**src/switch_array_pkg.sv**
```systemverilog
// switch array control constants
package switch_array_pkg;

    // ----------------------------------------------------------------
    // array geometry
    // ----------------------------------------------------------------
    localparam int          N_SWITCH      = 32;            // switches and shift stages
    localparam int          LAST_STAGE    = 31;            // stage that feeds the cascade output
    localparam logic [31:0] EVEN_MASK     = 32'h5555_5555; // switches 0, 2, 4 ... 30
    localparam logic [31:0] ODD_MASK      = 32'hAAAA_AAAA; // switches 1, 3, 5 ... 31
    localparam logic [31:0] ALL_OFF       = 32'h0000_0000; // every switch open

    // ----------------------------------------------------------------
    // timing
    // ----------------------------------------------------------------
    localparam int          CLK_PERIOD_NS = 25;            // 40 MHz system clock
    localparam int          WAKE_TIME_NS  = 10000;         // standby wake-up time, 10 us
    localparam int          WAKE_CYC      = WAKE_TIME_NS / CLK_PERIOD_NS; // longest time, rounds down
    localparam int          WAKE_W        = 9;             // counter width, holds WAKE_CYC

    // ----------------------------------------------------------------
    // register map, byte addresses of aligned 32-bit words
    // ----------------------------------------------------------------
    localparam logic [7:0]  ADDR_CTRL     = 8'h00;         // software control
    localparam logic [7:0]  ADDR_STATUS   = 8'h04;         // block state flags
    localparam logic [7:0]  ADDR_SHIFT    = 8'h08;         // shift register contents
    localparam logic [7:0]  ADDR_LATCH    = 8'h0C;         // latch contents
    localparam logic [7:0]  ADDR_SWITCH   = 8'h10;         // switch drive as applied

    // control register fields
    localparam int          CTRL_SOFT_CLEAR   = 0;         // acts like the clear pin
    localparam int          CTRL_SOFT_STANDBY = 1;         // forces standby like the hold pin
    localparam logic [1:0]  CTRL_RESET        = 2'h0;      // reset value of control bits

    // status register fields
    localparam int          STAT_MODE_IND = 0;             // individual mode selected
    localparam int          STAT_STANDBY  = 1;             // standby in force
    localparam int          STAT_WAKE_OK  = 2;             // wake-up time has elapsed
    localparam int          STAT_CASCADE  = 3;             // cascade output level

    // ahb-lite encodings
    localparam logic [1:0]  HTRANS_NONSEQ = 2'h2;          // bit 1 marks an active transfer
    localparam logic        HRESP_OKAY    = 1'h0;          // the only response given

endpackage

```
**src/rise_detect.sv**
```systemverilog
// rising edge detector for a group of synchronous inputs
`timescale 1ns/10ps
module rise_detect #(
    parameter int W = 1 // number of inputs watched
) (
    input  wire logic         i_clk,   // system clock
    input  wire logic         i_rst_b, // asynchronous reset, active low
    input  wire logic [W-1:0] i_sig,   // sampled levels
    output logic      [W-1:0] o_rise   // one-cycle pulse per low-to-high step
);

    // ----------------------------------------------------------------
    // state
    // ----------------------------------------------------------------
    typedef struct packed {
        logic [W-1:0] prev;                                // level seen one edge ago
    } rise_state_t;

    rise_state_t state_reg;                                // registered state
    rise_state_t state_next;                               // next state

    // remember the last level; the pulse itself is combinational
    always_comb begin
        state_next      = state_reg;
        state_next.prev = i_sig;
    end

    // reset to low so a level already high at release pulses once
    always_ff @(posedge i_clk or negedge i_rst_b) begin
        if (!i_rst_b) begin
            state_reg <= '0;
        end else begin
            state_reg <= state_next;
        end
    end

    assign o_rise = i_sig & ~state_reg.prev;

endmodule

```
**src/serial_switch_array_control.sv**
```systemverilog
// control logic of a 32-channel switch array: serial load, latch, bank mode, standby, ahb-lite status
// Overview of operation
// - individual mode shifts serial input on clock rise
// - each latched bit drives its own switch
// - latch gate low makes latch transparent
// - latch gate rise captures and holds state
// - gate high, shifting leaves switches unchanged
// - clear turns all switches off in individual mode, over gate and clock
// - cascade output follows shift stage 31 in individual mode, low in bank mode
// - shared pin: latch gate low, bank enable high
// - mode low is bank, high individual
// - bank pick high evens on, low odds
// - bank enable low turns every switch off
// - standby low forces all switches off always
// - mode rising resets all shift stages
`timescale 1ns/10ps
module serial_switch_array_control (
    input  wire logic        i_clk,                        // 40 MHz system clock
    input  wire logic        i_rst_b,                      // asynchronous reset, active low
    // ----- control pins from the host controller -----
    input  wire logic        i_serial_clk,                 // shift clock, sampled on i_clk
    input  wire logic        i_serial_in_or_bank_pick,     // serial data, or bank pick in bank mode
    input  wire logic        i_latch_gate_or_bank_enable,  // latch gate (low active) or bank enable
    input  wire logic        i_switch_clear,               // clear, active high
    input  wire logic        i_mode_individual,            // high individual, low bank mode
    input  wire logic        i_low_power_hold_n,           // standby when low
    output logic [31:0]      o_switch,                     // switch drive, bit n is switch n
    output logic             o_cascade_out,                // copy of last shift stage, low in bank mode
    output logic             o_wake_ready,                 // wake-up time elapsed since release
    // ----- ahb-lite slave -----
    input  wire logic        i_hsel,                       // slave select
    input  wire logic [31:0] i_haddr,                      // byte address
    input  wire logic [1:0]  i_htrans,                     // transfer type
    input  wire logic        i_hwrite,                     // write when high
    input  wire logic [2:0]  i_hsize,                      // transfer size, word only
    input  wire logic [31:0] i_hwdata,                     // write data
    input  wire logic        i_hready,                     // bus ready in
    output logic [31:0]      o_hrdata,                     // read data
    output logic             o_hreadyout,                  // slave ready out
    output logic             o_hresp                       // response, always okay
);

    // ----------------------------------------------------------------
    // state
    // ----------------------------------------------------------------
    typedef struct packed {
        logic [31:0]                          shift;       // shift stages 0 to 31
        logic [31:0]                          latch;       // latch stage behind the shift register
        logic [31:0]                          sw;          // switch drive as applied
        logic                                 cascade;     // cascade output
        logic [1:0]                           ctrl;        // software control bits
        logic [switch_array_pkg::WAKE_W-1:0]  wake_cnt;    // cycles since standby release
        logic                                 wake_ok;     // wake-up time done
        logic                                 wr_pend;     // write data phase pending
        logic [7:0]                           wr_addr;     // address of pending write
        logic [31:0]                          rdata;       // read data for the data phase
    } ctl_state_t;

    ctl_state_t state_reg;                                 // registered state
    ctl_state_t state_next;                                // next state

    // ----------------------------------------------------------------
    // edge detection on the serial clock and the mode pin
    // ----------------------------------------------------------------
    logic [1:0] rise;                                      // bit 0 serial clock, bit 1 mode

    rise_detect #(
        .W (2)
    ) u_rise (
        .i_clk   (i_clk),
        .i_rst_b (i_rst_b),
        .i_sig   ({i_mode_individual, i_serial_clk}),
        .o_rise  (rise)
    );

    // ----------------------------------------------------------------
    // decoded input meanings
    // ----------------------------------------------------------------
    logic        standby;                                  // pin or software standby
    logic        clear_any;                                // pin or software clear
    logic        gate_open;                                // latch transparent in individual mode
    logic        bank_en;                                  // bank enable in bank mode
    logic        bus_take;                                 // ahb address phase accepted
    logic [7:0]  bus_addr;                                 // low byte of the address

    always_comb begin
        standby   = !i_low_power_hold_n
                    || state_reg.ctrl[switch_array_pkg::CTRL_SOFT_STANDBY];
        clear_any = i_switch_clear
                    || state_reg.ctrl[switch_array_pkg::CTRL_SOFT_CLEAR];
        gate_open = !i_latch_gate_or_bank_enable;
        bank_en   = i_latch_gate_or_bank_enable;
        bus_take  = i_hsel && i_htrans[1] && i_hready;
        bus_addr  = i_haddr[7:0];
    end

    // ----------------------------------------------------------------
    // register read mux, sampled in the address phase
    // ----------------------------------------------------------------
    function automatic logic [31:0] read_word(input logic [7:0] addr, input ctl_state_t s,
                                              input logic mode_ind, input logic low_power_hold_n);
        logic [31:0] w;
        w = 32'h0000_0000;
        unique case (addr)
            switch_array_pkg::ADDR_CTRL:   w = {30'h0000_0000, s.ctrl};
            switch_array_pkg::ADDR_STATUS: begin
                w[switch_array_pkg::STAT_MODE_IND] = mode_ind;
                w[switch_array_pkg::STAT_STANDBY]  = low_power_hold_n;
                w[switch_array_pkg::STAT_WAKE_OK]  = s.wake_ok;
                w[switch_array_pkg::STAT_CASCADE]  = s.cascade;
            end
            switch_array_pkg::ADDR_SHIFT:  w = s.shift;
            switch_array_pkg::ADDR_LATCH:  w = s.latch;
            switch_array_pkg::ADDR_SWITCH: w = s.sw;
            // unmapped addresses read zero and answer okay
            default:                       w = 32'h0000_0000;
        endcase
        return w;
    endfunction

    // ----------------------------------------------------------------
    // next-state logic
    // ----------------------------------------------------------------
    always_comb begin
        state_next = state_reg;

        // shift register: mode rising wins over a coincident clock edge
        if (rise[1]) begin
            state_next.shift = 32'h0000_0000;
        end else if (i_mode_individual && rise[0]) begin
            // new bit enters stage 0, older bits move toward stage 31
            state_next.shift = {state_reg.shift[switch_array_pkg::LAST_STAGE-1:0],
                                i_serial_in_or_bank_pick};
        end

        // latch only works in individual mode; bank mode leaves it alone
        if (i_mode_individual) begin
            if (clear_any) begin
                state_next.latch = switch_array_pkg::ALL_OFF;
            end else if (gate_open) begin
                // transparent: follows the shift stages as they change
                state_next.latch = state_next.shift;
            end else begin
                // gate high: whatever was there at the rising edge stays
                state_next.latch = state_reg.latch;
            end
        end

        // switch drive, standby overrides every mode and pin
        if (standby) begin
            state_next.sw = switch_array_pkg::ALL_OFF;
        end else if (i_mode_individual) begin
            if (clear_any) begin
                state_next.sw = switch_array_pkg::ALL_OFF;
            end else begin
                state_next.sw = state_next.latch;
            end
        end else if (bank_en) begin
            if (i_serial_in_or_bank_pick) begin
                state_next.sw = switch_array_pkg::EVEN_MASK;
            end else begin
                state_next.sw = switch_array_pkg::ODD_MASK;
            end
        end else begin
            state_next.sw = switch_array_pkg::ALL_OFF;
        end

        // cascade repeats the last stage, only meaningful in individual mode
        state_next.cascade = i_mode_individual
                             && state_next.shift[switch_array_pkg::LAST_STAGE];

        // wake-up timer restarts on every standby and saturates once done
        if (standby) begin
            state_next.wake_cnt = '0;
            state_next.wake_ok  = 1'b0;
        end else if (state_reg.wake_cnt
                     == switch_array_pkg::WAKE_W'(switch_array_pkg::WAKE_CYC - 1)) begin
            state_next.wake_ok  = 1'b1;
        end else begin
            state_next.wake_cnt = state_reg.wake_cnt + switch_array_pkg::WAKE_W'(1);
        end

        // bus data phase: a pending write lands now
        if (state_reg.wr_pend && i_hready) begin
            state_next.wr_pend = 1'b0;
            if (state_reg.wr_addr == switch_array_pkg::ADDR_CTRL) begin
                state_next.ctrl = i_hwdata[1:0];
            end
        end

        // bus address phase: latch writes, prepare read data
        if (bus_take) begin
            state_next.wr_pend = i_hwrite;
            state_next.wr_addr = bus_addr;
            state_next.rdata   = i_hwrite ? 32'h0000_0000
                                          : read_word(bus_addr, state_reg, i_mode_individual, standby);
        end
    end

    // ----------------------------------------------------------------
    // state register
    // ----------------------------------------------------------------
    // all switches open after reset: the safe state for the array
    always_ff @(posedge i_clk or negedge i_rst_b) begin
        if (!i_rst_b) begin
            state_reg.shift    <= 32'h0000_0000;
            state_reg.latch    <= 32'h0000_0000;
            state_reg.sw       <= switch_array_pkg::ALL_OFF;
            state_reg.cascade  <= 1'b0;
            state_reg.ctrl     <= switch_array_pkg::CTRL_RESET;
            state_reg.wake_cnt <= '0;
            state_reg.wake_ok  <= 1'b0;
            state_reg.wr_pend  <= 1'b0;
            state_reg.wr_addr  <= 8'h00;
            state_reg.rdata    <= 32'h0000_0000;
        end else begin
            state_reg <= state_next;
        end
    end

    // ----------------------------------------------------------------
    // outputs
    // ----------------------------------------------------------------
    assign o_switch      = state_reg.sw;
    assign o_cascade_out = state_reg.cascade;
    assign o_wake_ready  = state_reg.wake_ok;
    assign o_hrdata      = state_reg.rdata;
    // no wait states: every access completes in one data-phase cycle
    assign o_hreadyout   = 1'b1;
    assign o_hresp       = switch_array_pkg::HRESP_OKAY;

    // hsize is accepted as given; only word accesses are supported
    logic unused_hsize;                                    // keeps the input read
    assign unused_hsize  = ^i_hsize;

endmodule

```
**config.mk**
```make
export PLATFORM = sky130hd
export DESIGN_NAME = serial_switch_array_control
export DESIGN_NICKNAME = d
export VERILOG_FILES = /design/src/switch_array_pkg.sv /design/src/rise_detect.sv /design/src/serial_switch_array_control.sv
export SDC_FILE = /design/constraint.sdc
export NUM_CORES = 1
export LEC_CHECK = 0
export ABC_CLOCK_PERIOD_IN_PS = 2540
export BUFFER_PORTS_ARGS = -buffer_cell sky130_fd_sc_hd__buf_2
export CAP_MARGIN = 5
export CELL_PAD_IN_SITES_DETAIL_PLACEMENT = 1
export CELL_PAD_IN_SITES_GLOBAL_PLACEMENT = 1
export CORE_MARGIN = 3
export CORE_UTILIZATION = 30
export DETAILED_ROUTE_END_ITERATION = 10
export PLACE_DENSITY = 0.67
export REMOVE_ABC_BUFFERS = 1
export SLEW_MARGIN = 40
export SYNTH_ARGS = -nofsm -noshare
export SYNTH_HDL_FRONTEND = slang
export SYNTH_SLANG_ARGS = --single-unit
```
**constraint.sdc**
```tcl
create_clock -name i_clk -period 2.54 [get_ports i_clk]
set_input_delay 0.508 -clock i_clk [delete_from_list [all_inputs] [get_ports i_clk]]
set_output_delay 0.508 -clock i_clk [all_outputs]
set_load 0.05 [all_outputs]
```
==> results.tsv <==
metric	value	unit
status	complete, no violations	
drive_gt1_frac	0.244	
synthCells	621	
postSynthAreaPerCell	11.3	um2
crit_path_end_kind	flop	
port_buffers	87	
hold_viol_final	0	
async_flop_share	1.00	
clock-sinks	152	
wl_per_cell	20.7	um
powerDensity	705	nW/um2
fin_crit	1.79	ns
cts_buffer_depth	2	
grt.total_usage	0.159	
fin_skew	0.00822	ns
peakVddDrop	0.487	mV
synth_top_family_by_area	compound AO/OA/AOI/OAI gates	
num_io_pins	148	
cts.reportedPaths.clkPinSlew	0.06	ns
arrival	2.13	ns
fmax	560	MHz
critical_path_class	reg2reg	
firstDrtPassIters	4	
drt-initial-drc-count	320	
postCtsHoldBufs	0	
period_share	0.703	
synth_fa_ha_area_frac	0.00179	
grt_pass1_vias	5461	
core-area	22800	um2
gp_congestion	0.786	
ff_latch_area	3800	um2
fin_total_pwr	5.66	mW
place_area	7380	um2
die_h	159	um
grt_start_max_net_pins	61	
yosysWarnings	0	
clk_latency	0.42	ns
vias_per_cell	5.24	
cts-buffers-inserted	17	
ant_nets	0	
ys_seq_elements	152	
rsz0062_at_grt	no	
worst_hold_path_type	in2async	
htree_levels	4	
die-area	25200	um2
dpl.hpwl	12200	um
required	2.89	ns
p_leak	3.76	nW
grt_pass1_wl	31900	um
critPathLaunchType	flop	
synth-simple-area-share	0.0790	
ctsResizeCount	0	
synth_cell_types	40	
synth_mux_area_frac	0.0647	
synthesis.area	7000	um2
dieWidth	159	um
cap_violations	0	
grt-ovfl-total	0	
root_buffer	clkbuf_16	
cts_tree	yes	
holdWs	0.0707	ns
area_delta_synth_final	14.7	%
synth_seq_area_share	0.543	
setup_viol	0	
multiInputGateArea	2520	um2
nets	723	
n_antenna_cell	0	
tightest_slew	0.590	ns
synth_compound_area_frac	0.204	
start_util	0.307	
finish.utilization	0.353	
rows	55	
maxSlewHeadroom	0.607	
final_common_cell	dfrtp_1	
largest_register_ffs	84	
postCtsSetupRepairBufs	0	
synth-xor-area-share	0.00500	
slew_violations	0	
nFillCells	2496	
synth_ff_type	dfrtp_1	
vias	5068	
fin_area	8030	um2
cp_max_fo	32	
drt_wl_total	20000	um
final_cell_mix	dfrtp_1, buf_2, nand2_1	
synth_edf_count	0	
drc_errors	0	
antenna_found_initial	0	
layout make-up:
class	instances	area share
inverter	5	0.00234
clock inverter	12	0.0237
multi-input combinational	355	0.314
tap	313	0.0488
timing repair buffer	111	0.0806
sequential	152	0.474
clock buffer	20	0.0569
where the power goes:
group	total [mW]	switching, mW	internal, mW
logic	0.395	0.287	0.108
clock network	2.76	1.04	1.71
registers	2.51	0.0382	2.48
layer usage:
metal	global-route usage	routed length, um	vias to the layer above
li1	-	-	2249
met1	0.208	9050	2623
met2	0.254	9350	168
met3	0.0483	1290	28
met4	0.0497	331	0
met5	0	0	-
stage by stage:
step,setup WS (ns),TNS (ns),instances
2_1_floorplan,-0.318,-17.79,512
3_3_place_gp,0.382,0,936
3_5_place_dp,0.344,0,936
4_1_cts,0.755,0,968
5_1_grt,0.628,0,968
6_report,0.755,0,968
cell families after synthesis:
group / after synthesis
AO/OA/AOI/OAI: 179
XOR/XNOR: 4
adder cells (fa/ha/maj): 1
buffers and inverters: 114
flip-flops: 152
multiplexers: 44
other: 2
AND/OR/NAND/NOR: 125
final timing paths:
kind                                                start                            end  slack (ns)  depth (start not counted)
worst max-delay path            state_reg[52]$_DFFE_PN0P_         o_switch[12]$_DFF_PN0_        0.75                          4
worst max register to register  state_reg[52]$_DFFE_PN0P_         o_switch[12]$_DFF_PN0_        0.75                          4
min in group i_clk                           i_serial_clk  u_rise.state_reg[0]$_DFF_PN0_        0.23                          1
max in group asynchronous                         i_rst_b        state_reg[98]$_DFF_PN0_        1.65                          2
worst min register to register    o_hrdata[3]$_DFFE_PN0P_        o_hrdata[3]$_DFFE_PN0P_        0.49                          2
worst min-delay path                              i_rst_b      state_reg[37]$_DFFE_PN0P_        0.07                          1
worst max-delay path, cell delays in order (launching register included):
cell	delay, ns
dfrtp_1	0.41
nand2b_1	0.39
nor3_2	0.21
buf_4	0.43
a221o_1	0.27
Yosys cell counts (2+ instances only):
| cell type | n | area, um2 |
|---|---|---|
| conb_1 | 2 | 7.51 |
| nand3_1 | 5 | 25.0 |
| a22o_1 | 60 | 526 |
| o21ai_0 | 7 | 35.0 |
| dfrtp_1 | 152 | 3800 |
| buf_1 | 2 | 7.51 |
| xnor2_1 | 2 | 17.5 |
| xor2_1 | 2 | 17.5 |
| mux2i_1 | 34 | 340 |
| buf_6 | 3 | 33.8 |
| nand3b_1 | 3 | 22.5 |
| nand4_1 | 2 | 12.5 |
| buf_4 | 66 | 495 |
| o2bb2ai_1 | 28 | 245 |
| and3b_1 | 2 | 17.5 |
| or3_1 | 3 | 18.8 |
| buf_2 | 5 | 25.0 |
| or4_1 | 2 | 15.0 |
| a221o_1 | 32 | 320 |
| nor3_1 | 7 | 35.0 |
| and3_1 | 2 | 12.5 |
| inv_1 | 5 | 18.8 |
| a31oi_1 | 5 | 31.3 |
| o22ai_1 | 4 | 25.0 |
| mux2_2 | 10 | 113 |
| nor2_1 | 16 | 60.1 |
| clkbuf_1 | 33 | 124 |
| nand2_1 | 77 | 289 |
| a21oi_1 | 39 | 195 |
No activity file was read; power rests on OpenSTA's default activity.
